<file path="src/include/itm_pkg.sv">
// constants, field layouts and types for the interval timer channel
`default_nettype none
package itm_pkg;

  // register byte offsets
  localparam logic [7:0] ITM_OFS_CTRL   = 8'h00;
  localparam logic [7:0] ITM_OFS_DATA   = 8'h04;
  localparam logic [7:0] ITM_OFS_STATUS = 8'h08;

  // control word field positions
  localparam int ITM_BIT_BCD    = 0;
  localparam int ITM_BIT_WSEL0  = 1;
  localparam int ITM_BIT_WSEL1  = 2;
  localparam int ITM_BIT_WSEL2  = 3;
  localparam int ITM_BIT_AFLO   = 4;
  localparam int ITM_BIT_AFHI   = 5;

  // status field positions
  localparam int ITM_ST_OUT     = 0;
  localparam int ITM_ST_RUN     = 1;
  localparam int ITM_ST_PEND    = 2;
  localparam int ITM_ST_LATCH   = 3;

  // axi response codes
  localparam logic [1:0] ITM_RESP_OKAY   = 2'b00;
  localparam logic [1:0] ITM_RESP_SLVERR = 2'b10;

  // count constants
  localparam logic [16:0] ITM_CNT_MAX  = 17'h10000;
  localparam logic [16:0] ITM_CNT_ONE  = 17'h00001;
  localparam logic [16:0] ITM_CNT_TWO  = 17'h00002;
  localparam logic [16:0] ITM_CNT_ZERO = 17'h00000;
  localparam logic [3:0]  ITM_BCD_NINE = 4'h9;
  localparam logic [15:0] ITM_CR_RESET = 16'h0000;

  // access formats
  typedef enum logic [1:0] {
    ITM_AF_LATCH = 2'b00,
    ITM_AF_LO    = 2'b01,
    ITM_AF_HI    = 2'b10,
    ITM_AF_LOHI  = 2'b11
  } itm_fmt_t;

  typedef enum logic [2:0] {
    ITM_MODE0, ITM_MODE1, ITM_MODE2, ITM_MODE3, ITM_MODE4, ITM_MODE5
  } itm_mode_t;

  typedef struct packed {
    itm_fmt_t  fmt;
    logic [2:0] wave_sel;
    logic       bcd;
  } itm_ctrl_t;

  localparam itm_ctrl_t ITM_CTRL_RESET = '{fmt: ITM_AF_LO, wave_sel: 3'h0, bcd: 1'b0};

endpackage
`default_nettype wire

</file>
<file path="src/logic/itm_timer.sv">
// one interval timer channel with an axi4-lite register slave
//
// Design decisions made here: register access over AXI4-Lite and the register offsets.
`timescale 1ns/100ps
`default_nettype none

module itm_timer
  import itm_pkg::*;
(
  input  wire logic        CLK,
  input  wire logic        RST_N,
  input  wire logic [7:0]  S_AXI_AWADDR,
  input  wire logic        S_AXI_AWVALID,
  output logic             S_AXI_AWREADY,
  input  wire logic [31:0] S_AXI_WDATA,
  input  wire logic [3:0]  S_AXI_WSTRB,
  input  wire logic        S_AXI_WVALID,
  output logic             S_AXI_WREADY,
  output logic [1:0]       S_AXI_BRESP,
  output logic             S_AXI_BVALID,
  input  wire logic        S_AXI_BREADY,
  input  wire logic [7:0]  S_AXI_ARADDR,
  input  wire logic        S_AXI_ARVALID,
  output logic             S_AXI_ARREADY,
  output logic [31:0]      S_AXI_RDATA,
  output logic [1:0]       S_AXI_RRESP,
  output logic             S_AXI_RVALID,
  input  wire logic        S_AXI_RREADY,
  input  wire logic        CNT_CLK,
  input  wire logic        GATE,
  output logic             TMR_OUT
);

  // wave select decode; top bit ignored for modes 2 and 3
  function automatic itm_mode_t decode_mode(input logic [2:0] ws);
    itm_mode_t m;
    m = ITM_MODE0;
    case (ws)
      3'b000:  m = ITM_MODE0;
      3'b001:  m = ITM_MODE1;
      3'b010, 3'b110: m = ITM_MODE2;
      3'b011, 3'b111: m = ITM_MODE3;
      3'b100:  m = ITM_MODE4;
      3'b101:  m = ITM_MODE5;
      default: m = ITM_MODE0;
    endcase
    return m;
  endfunction

  // decrement by one, binary or four bcd digits with carry digit in bit 16
  function automatic logic [16:0] dec1(input logic [16:0] v, input logic bcd);
    logic [16:0] r;
    logic        brw;
    r   = v;
    brw = 1'b1;
    if (!bcd) begin
      r = v - ITM_CNT_ONE;
    end else begin
      for (int i = 0; i < 4; i++) begin
        if (brw) begin
          if (v[i*4 +: 4] == 4'h0) begin
            r[i*4 +: 4] = ITM_BCD_NINE;
          end else begin
            r[i*4 +: 4] = v[i*4 +: 4] - 4'h1;
            brw = 1'b0;
          end
        end
      end
      if (brw) begin
        r[16] = 1'b0;
      end
    end
    return r;
  endfunction

  // zero programmed count stands for the full range
  function automatic logic [16:0] eff_count(input logic [15:0] c);
    return (c == ITM_CR_RESET) ? ITM_CNT_MAX : {1'b0, c};
  endfunction

  // axi slave state
  logic        aw_full_q, w_full_q, w_strb0_q, bvalid_q, rvalid_q;
  logic [7:0]  aw_addr_q;
  logic [31:0] w_data_q;
  logic [1:0]  bresp_q;
  logic [31:0] rdata_q;
  logic [1:0]  rresp_q;

  // timer state
  itm_ctrl_t   ctrl_q;
  itm_mode_t   mode;
  logic [15:0] cr_q;
  logic [16:0] ce_q;
  logic        out_q, run_q, pend_q, hold_q, armed_q, strobe_q;
  logic        wr_msb_q, rd_msb_q, lat_q, cclk_prev_q, gate_prev_q;
  logic [15:0] lat_val_q;

  logic        tick, gate_rise, wr_exec, wr_ctrl, wr_data, rd_exec;
  logic        rd_data, cnt_done, count_en, rd_last;
  logic [16:0] ce_step;
  logic [15:0] rd_src;

  assign mode      = decode_mode(ctrl_q.wave_sel);
  assign tick      = CNT_CLK & ~cclk_prev_q;
  assign gate_rise = GATE & ~gate_prev_q;

  // write executes once address and data are both held
  assign wr_exec = aw_full_q & w_full_q & ~bvalid_q;
  assign wr_ctrl = wr_exec & w_strb0_q & (aw_addr_q == ITM_OFS_CTRL);
  assign wr_data = wr_exec & w_strb0_q & (aw_addr_q == ITM_OFS_DATA);
  assign rd_exec = S_AXI_ARVALID & ~rvalid_q;
  assign rd_data = rd_exec & (S_AXI_ARADDR == ITM_OFS_DATA);

  assign S_AXI_AWREADY = ~aw_full_q;
  assign S_AXI_WREADY  = ~w_full_q;
  assign S_AXI_BVALID  = bvalid_q;
  assign S_AXI_BRESP   = bresp_q;
  assign S_AXI_ARREADY = ~rvalid_q;
  assign S_AXI_RVALID  = rvalid_q;
  assign S_AXI_RDATA   = rdata_q;
  assign S_AXI_RRESP   = rresp_q;
  assign TMR_OUT       = out_q;

  // count completes on the last byte the access format asks for
  assign cnt_done = wr_data & ((ctrl_q.fmt != ITM_AF_LOHI) | wr_msb_q);

  // gate pauses modes 0, 2, 3, 4; one-shot modes ignore it once running
  assign count_en = (mode == ITM_MODE1 || mode == ITM_MODE5) ? 1'b1 : GATE;

  // square wave steps by two, except an odd value while high steps one
  assign ce_step = (mode == ITM_MODE3 && !(ce_q[0] && out_q)) ? dec1(dec1(ce_q, ctrl_q.bcd), ctrl_q.bcd)
                                                               : dec1(ce_q, ctrl_q.bcd);

  always_ff @(posedge CLK or negedge RST_N) begin
    if (!RST_N) begin
      cclk_prev_q <= 1'b0;
      gate_prev_q <= 1'b0;
    end else begin
      cclk_prev_q <= CNT_CLK;
      gate_prev_q <= GATE;
    end
  end

  // write address and data taken in either order
  always_ff @(posedge CLK or negedge RST_N) begin
    if (!RST_N) begin
      aw_full_q <= 1'b0;
      aw_addr_q <= 8'h00;
      w_full_q  <= 1'b0;
      w_data_q  <= 32'h0000_0000;
      w_strb0_q <= 1'b0;
      bvalid_q  <= 1'b0;
      bresp_q   <= ITM_RESP_OKAY;
    end else begin
      if (S_AXI_AWVALID && !aw_full_q) begin
        aw_full_q <= 1'b1;
        aw_addr_q <= S_AXI_AWADDR;
      end
      if (S_AXI_WVALID && !w_full_q) begin
        w_full_q  <= 1'b1;
        w_data_q  <= S_AXI_WDATA;
        w_strb0_q <= S_AXI_WSTRB[0];
      end
      if (wr_exec) begin
        bvalid_q <= 1'b1;
        bresp_q  <= (aw_addr_q == ITM_OFS_CTRL || aw_addr_q == ITM_OFS_DATA) ? ITM_RESP_OKAY : ITM_RESP_SLVERR;
      end
      if (bvalid_q && S_AXI_BREADY) begin
        bvalid_q  <= 1'b0;
        aw_full_q <= 1'b0;
        w_full_q  <= 1'b0;
      end
    end
  end

  // direct read follows the live count unless a latch is held
  assign rd_src  = lat_q ? lat_val_q : ce_q[15:0];
  assign rd_last = (ctrl_q.fmt != ITM_AF_LOHI) | rd_msb_q;

  always_ff @(posedge CLK or negedge RST_N) begin
    if (!RST_N) begin
      rvalid_q <= 1'b0;
      rdata_q  <= 32'h0000_0000;
      rresp_q  <= ITM_RESP_OKAY;
    end else begin
      if (rd_exec) begin
        rvalid_q <= 1'b1;
        rresp_q  <= ITM_RESP_OKAY;
        case (S_AXI_ARADDR)
          ITM_OFS_CTRL:   rdata_q <= {24'h000000, 2'b00, ctrl_q};
          ITM_OFS_DATA: begin
            if (ctrl_q.fmt == ITM_AF_HI || (ctrl_q.fmt == ITM_AF_LOHI && rd_msb_q)) begin
              rdata_q <= {24'h000000, rd_src[15:8]};
            end else begin
              rdata_q <= {24'h000000, rd_src[7:0]};
            end
          end
          ITM_OFS_STATUS: begin
            rdata_q <= 32'h0000_0000;
            rdata_q[ITM_ST_OUT]   <= out_q;
            rdata_q[ITM_ST_RUN]   <= run_q;
            rdata_q[ITM_ST_PEND]  <= pend_q;
            rdata_q[ITM_ST_LATCH] <= lat_q;
          end
          default: begin
            rdata_q <= 32'h0000_0000;
            rresp_q <= ITM_RESP_SLVERR;
          end
        endcase
      end else if (rvalid_q && S_AXI_RREADY) begin
        rvalid_q <= 1'b0;
      end
    end
  end

  // read byte pointer and holding latch
  always_ff @(posedge CLK or negedge RST_N) begin
    if (!RST_N) begin
      rd_msb_q  <= 1'b0;
      lat_q     <= 1'b0;
      lat_val_q <= ITM_CR_RESET;
    end else if (wr_ctrl && w_data_q[ITM_BIT_AFHI:ITM_BIT_AFLO] == ITM_AF_LATCH) begin
      if (!lat_q) begin
        lat_q     <= 1'b1;
        lat_val_q <= ce_q[15:0];
      end
    end else if (wr_ctrl) begin
      rd_msb_q <= 1'b0;
      lat_q    <= 1'b0;
    end else if (rd_data) begin
      rd_msb_q <= (ctrl_q.fmt == ITM_AF_LOHI) ? ~rd_msb_q : 1'b0;
      if (rd_last) begin
        lat_q <= 1'b0;
      end
    end
  end

  // control word and count register
  always_ff @(posedge CLK or negedge RST_N) begin
    if (!RST_N) begin
      ctrl_q   <= ITM_CTRL_RESET;
      cr_q     <= ITM_CR_RESET;
      wr_msb_q <= 1'b0;
    end else if (wr_ctrl && w_data_q[ITM_BIT_AFHI:ITM_BIT_AFLO] != ITM_AF_LATCH) begin
      ctrl_q   <= w_data_q[5:0];
      wr_msb_q <= 1'b0;
    end else if (wr_data) begin
      case (ctrl_q.fmt)
        ITM_AF_LO:   cr_q <= {8'h00, w_data_q[7:0]};
        ITM_AF_HI:   cr_q <= {w_data_q[7:0], 8'h00};
        ITM_AF_LOHI: begin
          if (wr_msb_q) begin
            cr_q[15:8] <= w_data_q[7:0];
          end else begin
            cr_q[7:0] <= w_data_q[7:0];
          end
          wr_msb_q <= ~wr_msb_q;
        end
        default:     cr_q <= cr_q;
      endcase
    end
  end

  // counting element and output; later assignments take priority
  always_ff @(posedge CLK or negedge RST_N) begin
    if (!RST_N) begin
      ce_q     <= ITM_CNT_ZERO;
      out_q    <= 1'b0;
      run_q    <= 1'b0;
      pend_q   <= 1'b0;
      hold_q   <= 1'b0;
      armed_q  <= 1'b0;
      strobe_q <= 1'b0;
    end else begin
      // counter clock edge: a pending load replaces the decrement
      if (tick) begin
        if (strobe_q) begin
          out_q    <= 1'b1;
          strobe_q <= 1'b0;
        end
        if (pend_q && (GATE || (mode != ITM_MODE2 && mode != ITM_MODE3))) begin
          ce_q   <= eff_count(cr_q);
          pend_q <= 1'b0;
          run_q  <= 1'b1;
          if (mode == ITM_MODE1) begin
            out_q <= 1'b0;
          end
        end else if (run_q && !hold_q && count_en) begin
          case (mode)
            ITM_MODE0: begin
              ce_q <= ce_step;
              if (ce_q == ITM_CNT_ONE) begin
                out_q <= 1'b1;
              end
            end
            ITM_MODE1: begin
              ce_q <= ce_step;
              if (ce_q == ITM_CNT_ONE) begin
                out_q <= 1'b1;
                run_q <= 1'b0;
              end
            end
            ITM_MODE2: begin
              // reload only here, so a new count waits for the pulse
              if (ce_q == ITM_CNT_ONE) begin
                ce_q  <= eff_count(cr_q);
                out_q <= 1'b1;
              end else begin
                ce_q  <= ce_step;
                out_q <= (ce_q != ITM_CNT_TWO);
              end
            end
            ITM_MODE3: begin
              if (ce_q == ITM_CNT_TWO) begin
                out_q <= ~out_q;
                // low half of an odd count is one shorter
                ce_q  <= (out_q && cr_q[0]) ? dec1(eff_count(cr_q), ctrl_q.bcd) : eff_count(cr_q);
              end else begin
                ce_q <= ce_step;
              end
            end
            ITM_MODE4,
            ITM_MODE5: begin
              ce_q <= ce_step;
              if (ce_q == ITM_CNT_ONE) begin
                out_q    <= 1'b0;
                strobe_q <= 1'b1;
                run_q    <= 1'b0;
              end
            end
            default: ce_q <= ce_q;
          endcase
        end
      end
      // gate effects
      if ((mode == ITM_MODE2 || mode == ITM_MODE3) && !GATE) begin
        out_q  <= 1'b1;
        run_q  <= 1'b0;
      end
      if (gate_rise && armed_q) begin
        case (mode)
          ITM_MODE1, ITM_MODE5, ITM_MODE2, ITM_MODE3, ITM_MODE4: pend_q <= 1'b1;
          default: pend_q <= pend_q;
        endcase
      end
      // count writes from the bus
      if (wr_data && !cnt_done && mode == ITM_MODE0) begin
        hold_q <= 1'b1;
      end
      if (cnt_done) begin
        armed_q <= 1'b1;
        hold_q  <= 1'b0;
        case (mode)
          ITM_MODE0: begin
            pend_q <= 1'b1;
            out_q  <= 1'b0;
          end
          ITM_MODE4: pend_q <= 1'b1;
          ITM_MODE2: pend_q <= ~run_q;
          ITM_MODE3: pend_q <= 1'b1;
          default:   pend_q <= pend_q;
        endcase
      end
      // control word resets the channel
      if (wr_ctrl && w_data_q[ITM_BIT_AFHI:ITM_BIT_AFLO] != ITM_AF_LATCH) begin
        ce_q     <= ITM_CNT_ZERO;
        out_q    <= (decode_mode(w_data_q[ITM_BIT_WSEL2:ITM_BIT_WSEL0]) != ITM_MODE0);
        run_q    <= 1'b0;
        pend_q   <= 1'b0;
        hold_q   <= 1'b0;
        armed_q  <= 1'b0;
        strobe_q <= 1'b0;
      end
    end
  end

endmodule // itm_timer
`default_nettype wire

</file>
<file path="config.mk">
export PLATFORM = sky130hd
export DESIGN_NAME = itm_timer
export DESIGN_NICKNAME = d
export VERILOG_FILES = /design/src/include/itm_pkg.sv /design/src/logic/itm_timer.sv
export SDC_FILE = /design/constraint.sdc
export NUM_CORES = 1
export LEC_CHECK = 0
export BUFFER_PORTS_ARGS = -buffer_cell sky130_fd_sc_hd__buf_2
export CORE_UTILIZATION = 63
export CTS_CLUSTER_DIAMETER = 120
export DETAILED_ROUTE_END_ITERATION = 12
export PLACE_DENSITY = 0.95
export SETUP_SLACK_MARGIN = 0.1
export SYNTH_ARGS = -nofsm -noshare
export SYNTH_HDL_FRONTEND = slang
export SYNTH_SLANG_ARGS = --single-unit
</file>
<file path="constraint.sdc">
create_clock -name CLK -period 6.05 [get_ports CLK]
set_input_delay 0.3025 -clock CLK [delete_from_list [all_inputs] [get_ports CLK]]
set_output_delay 0.3025 -clock CLK [all_outputs]
set_load 0.005 [all_outputs]
</file>
# Yosys cells after proc, flatten, opt, wreduce, memory -nomap -nowiden
# Memory sizes are Yosys's and may differ from the RTL's.
# Index checks and enable logic that the tools add are counted.
# totals
elab_cells	331
rom_bits	48
inputBits	61
mem_count	2
latch_bits	0
ff_bits	123
out_inout_bits	42
mem_bits_rw	0
# mem_list
name	words	width	rd	rd_clocked_by_memory_dff	write_ports	line_no	text
(no name shown)	8	3	1	0	0	itm_timer.sv:38	case (ws)
(no name shown)	8	3	1	0	0	itm_timer.sv:38	
# classes
eq_ne	21
n_mul	0
shifts	0
add_sub_neg	15
order_cmp	0
n_div	0
n_mux	157
n_reduce_logical	84
bitwise_logic	24
# ops
cell	n
$mux W17	12
$mux W1	112
$mux W4	21
$pmux W17 S3	1
$sub A17 B1 Y17 const B	3
$logic_not A4 Y1	12
$pmux W16 S3	1
$sub A4 B1 Y4 const B	12
$mux W8	3
$pmux W8 S3	1
$reduce_bool A3 Y1	7
$reduce_bool A2 Y1	10
$reduce_bool A4 Y1	5
$logic_and A1 B1 Y1	18
$eq A17 B1 Y1 const B	1
$eq A17 B2 Y1 const B	1
$ne A17 B2 Y1 const B	1
$eq A8 B3 Y1 const B	2
$logic_not A16 Y1	1
$logic_not A8 Y1	2
$mux W16	1
$reduce_and A4 Y1	4
$not A1 Y1	12
$and A1 B1 Y1	10
other kinds (26)	48

# Logic depth before layout (Yosys ltp)
# depth
word_depth	40
mapped_depth	13
depth_no_buf	11

# Worst setup path before layout
# No wires, ideal clock.
# synth_path
path_type	register to register
start	register ce_q[0]
end	register ce_q[11]
required_ns	5.910
setup_time_ns	0.140
synth_period_minus_slack_ns	3.220
n_path_buf	2
path_stages_with_launch	14
path_slack_ns	2.830
arrival_ns	3.080
path_cell_list	dfrtp_1 clkbuf_1 inv_1 ha_1 or3b_1 a211oi_1 a22oi_1 or2_2 clkbuf_1 nor3_2 a21oi_1 or4_1 nand3_1 a31oi_1
# synth_between
elab_chain_len	18
word_cells_on_any_way	37
cone_classes	add/sub (4); eq/ne (2); mux (24); reduce/logical (7)
# synth_rtl
item	line_no	text
from (decl)	itm_timer.sv:93	logic [16:0] ce_q;
from (signal assigned)	itm_timer.sv:282	ce_q <= eff_count(cr_q);
from (signal assigned)	itm_timer.sv:291	ce_q <= ce_step;
from (signal assigned)	itm_timer.sv:297	ce_q <= ce_step;
parallel branches: the longest is 13 deep, another holds $sub A17 B1 Y17	n/a	
$pmux W17 S3 (*)	itm_timer.sv:289	case (mode)
$mux W17 (*)	itm_timer.sv:288	end else if (run_q && !hold_q && count_en) begin
$mux W17 (*)	itm_timer.sv:281	if (pend_q && (GATE || (mode != ITM_MODE2 && mode != ITM_MODE3))) begin
$mux W17 (*)	itm_timer.sv:276	if (tick) begin
$mux W17 (*)	itm_timer.sv:365	if (wr_ctrl && w_data_q[ITM_BIT_AFHI:ITM_BIT_AFLO] != ITM_AF_LATCH) begin
# Mark *: on every way between the ends. The select of a mux whose other input is x is not followed.
# A chain may end at the register's enable or synchronous reset.

# Worst setup path in the final report
# layout_path
start	register ce_q[0]
end	register ce_q[16]
# layout_between
elab_chain_len	22
word_cells_on_any_way	48
cone_classes	add/sub (3); eq/ne (2); mux (35); reduce/logical (8)
# layout_rtl
item	line_no
parallel branches: the longest is 17 deep, another holds $sub A17 B1 Y17	n/a
$pmux W17 S3 (*)	itm_timer.sv:289
$mux W17 (*)	itm_timer.sv:288
$mux W17 (*)	itm_timer.sv:281
$mux W17 (*)	itm_timer.sv:276
$mux W17 (*)	itm_timer.sv:365
# Marks and branches as above.

==> run_results.csv <==
group,metric,value,unit
route,drtIter0Drc,1021,
layout,multi_input_area,4024,sq um
layout,syn2layout_area_growth,5.338,%
critical_path,cp-end-kind,"flop",
pwr,ir_worst_vdd,273.1,uV
timing,finalCriticalPeriod,3831,ps
place,place.gp.congestion,1.003,
die,core-area,10420,sq um
die,dieArea,11280,sq um
die,die_y,106.2,microns
hold_path,hold_class,"input pin to flop",
clock_tree,cts.sinks,97,
place,portBuffers,49,
hold_path,min_path_cells,1,
grt,overflow,0,
clock_tree,cts.htree.levels,3,
route,dr.pass1.iters,5,
grt,antenna_found_initial,0,
critical_path,cp_max_fo,13,
synth,ys_ff_latch,97,
timing,tightest_slew,1193,ps
clock_tree,numCtsBuffers,9,
timing,holdWs,57.29,ps
timing,period_share,0.6332,
critical_path,critPathKind,"flop to flop",
die,start_util,0.6571,
grt,grt_pass1_vias,5985,
route,viasPerCell,6.862,
layout,layout-drive-gt1-share,0.1697,
die,rows,37,
flow_run,cap_violations,0,
synth,async_flop_share,1.000,
critical_path,required,6300,ps
layout,seq_area,2429,sq um
status,status,"finished clean",
layout,fin_util,0.6921,
critical_path,cp_cell_sequence,"inv_1 -> ha_1 -> nor3b_1 -> o21ai_0 -> a2111oi_4 -> and3_1 -> nand3_1 -> nor4_1 -> mux2i_1 -> nor4_1 -> o22ai_1",
timing,rsz0062_at_grt,"false",
timing,finalSetupViolations,0,
route,wl,19.36,mm
place,dp.cells,944,
synth,synth.distinct_cells,82,
clock_tree,cts_tree,"built",
route,routed_wire_length_per_instance,20.14,microns
die,fp.dieW,106.2,microns
critical_path,r2r_cells,11,
critical_path,cp.arrival,4080,ps
clock_tree,cts.clk_slew.worst_paths,110,ps
critical_path,rr_endpoint,"ce_q[16]$_DFFE_PN0P_",
critical_path,regToRegStartpoint,"ce_q[0]$_DFFE_PN0P_",
clock_tree,cts_root_buffer,"clkbuf_8",
synth,syn_area_per_cell,8.555,sq um
pwr,p_leak,3.022,nW
layout,final_cell_count_no_fill,961,
clock_tree,postCtsResizedCells,0,
grt,grtUsageTotal,0.3526,
critical_path,crit_top_cell,"nor4_1",
synth,syn_area,6844,sq um
hold_path,min_from,"CNT_CLK",
synth,synth_ff_type,"dfrtp_1",
critical_path,reg2reg_slack,2220,ps
pwr,power_density,368.1,nW/um^2
layout,diodes,0,
synth,netlist_instances,800,
timing,drv_slew,0,
layout,nets,886,
timing,relSlewSlack,0.2046,
layout,fillers,810,
timing,totalNegativeSetupSlack,0,ps
clock_tree,clockBufferDepth,2,
place,dp_hpwl,13.57,mm
clock_tree,clkLatencyLatePin,380,ps
synth,synth-edff-count,0,
synth,yosysWarningCount,0,
critical_path,slowest_stage,"a2111oi_4",
critical_path,cp-start-kind,"flop",
timing,hold_viol_final,0,
route,antenna_left,0,
route,vias,6594,
grt,grt_max_degree,70,
timing,fmax,0.2610,GHz
die,ios,103,
timing,skew,17.21,ps
hold_path,hold_end,"cclk_prev_q$_DFF_PN0_",
grt,grt_first_pass_wirelength,31.05,mm
critical_path,max_stage_delay,630,ps
synth,ys_seq_area_frac,0.3548,
route,drc,0,
-- critical path, delay by kind of cell, from the launching register on --
kind / cells / cell delay (ps)
simple gates: 5 / 1500
compound gates: 3 / 970
flops: 1 / 550
fa+ha+maj: 1 / 270
buf+inv: 1 / 210
mux: 1 / 190
-- layout by cell type, fill, tap and decap left out, drive strengths merged, types with 6 or more instances in the layout --
master	synthesis	layout
inv	26	31
nor4	19	19
or3	6	6
nand3	36	36
conb	1	26
nor3	39	39
a22o	11	11
buf	36	54
a31oi	6	6
mux2	38	38
nand2	82	82
nand4	8	8
mux4	8	8
or4	8	8
nor2b	11	11
mux2i	7	7
o211ai	13	13
clkbuf	35	9
dfrtp	96	96
nor2	57	57
a211oi	7	7
a22oi	9	9
o22ai	9	9
a21oi	43	43
and3	8	8
xnor2	11	11
o21ai	80	80
and2	6	6
-- synthesized netlist by cell type, drive strengths merged, types with 8 or more instances --
| cell type | instances | area share |
|---|---|---|
| a21oi | 43 | 0.031 |
| a22o | 11 | 0.014 |
| a22oi | 9 | 0.0099 |
| and3 | 8 | 0.0080 |
| buf | 36 | 0.037 |
| clkbuf | 35 | 0.019 |
| dfrtp | 96 | 0.35 |
| inv | 26 | 0.014 |
| mux2 | 38 | 0.063 |
| mux4 | 8 | 0.026 |
| nand2 | 82 | 0.045 |
| nand3 | 36 | 0.028 |
| nand4 | 8 | 0.0073 |
| nor2 | 57 | 0.031 |
| nor2b | 11 | 0.010 |
| nor3 | 39 | 0.032 |
| nor4 | 19 | 0.020 |
| o211ai | 13 | 0.014 |
| o21ai | 80 | 0.059 |
| o22ai | 9 | 0.0082 |
| or4 | 8 | 0.0099 |
| xnor2 | 11 | 0.014 |
-- through the flow --
step / setup slack [ps] / instance area [sq um] / total power [mW]
4_1_cts: 2326 / 7209 / 2.594
2_1_floorplan: 2830 / 6938 / 1.882
5_1_grt: 1949 / 7209 / 2.796
3_3_place_gp: 2375 / 7005 / 2.130
3_5_place_dp: 2397 / 7005 / 2.163
6_report: 2219 / 7209 / 2.654
-- sequential cells by signal, summed over array words and instances, names as in the netlist, 6 cells and up --
register,flops
cr_q,16
ce_q,17
ctrl_q,6
w_data_q,8
aw_addr_q,8
lat_val_q,16
S_AXI_RDATA,8
-- area by class of cell --
type                            instances  share of cell area
Clock buffer                            9             0.01718
Tap cell                              136             0.02360
Sequential cell                        97              0.3369
Clock inverter                          7            0.009719
Inverter                               26             0.01354
Timing Repair Buffer                   55             0.04096
Multi-Input combinational cell        631              0.5581
-- routing by layer --
layer  track usage  up-vias  routed length (microns)
li1              -     2947                        -
met1        0.4828     3101                     7538
met2        0.5673      464                     9242
met3       0.05150       82                     1917
met4        0.1359        0                      657
met5             0        -                        0
-- cell families after synthesis --
family	after synthesis	share of synthesized area
AOI/OAI and AO/OA	224	0.2090
xor gates and xnor gates	16	0.02047
adders and majority gates	5	0.009141
buffers and inverters	97	0.07093
DFF	97	0.3548
muxes	53	0.09909
other	1	0.0005479
and+or+nand+nor	307	0.2360
-- worst max-delay path by stage --
| stage | startpoint | endpoint | slack [ps] | cells after the start |
|---|---|---|---|---|
| finish | ce_q[0]$_DFFE_PN0P_ | ce_q[16]$_DFFE_PN0P_ | 2220 | 11 |
| CTS | ce_q[0]$_DFFE_PN0P_ | ce_q[16]$_DFFE_PN0P_ | 2330 | 11 |
| floorplan | ce_q[0]$_DFFE_PN0P_ | ce_q[11]$_DFFE_PN0P_ | 2830 | 13 |
| global route | ce_q[0]$_DFFE_PN0P_ | ce_q[12]$_DFFE_PN0P_ | 1950 | 11 |
| global placement | ce_q[0]$_DFFE_PN0P_ | ce_q[16]$_DFFE_PN0P_ | 2370 | 11 |
| detailed placement | ce_q[0]$_DFFE_PN0P_ | ce_q[14]$_DFFE_PN0P_ | 2400 | 11 |
-- what timing repair did --
action                    4_1_cts  5_1_grt
setup buffers                   0        0
hold endpoints to repair       27        0
hold buffers                    1        0
-- where the power goes --
group          leakage [nW]  switching (mW)  internal (mW)
registers              1.25           0.303          0.790
clock network         0.101           0.263          0.163
logic                  1.67           0.678          0.457
total                  3.02            1.24           1.41
No activity file was read; power rests on OpenSTA's default activity.
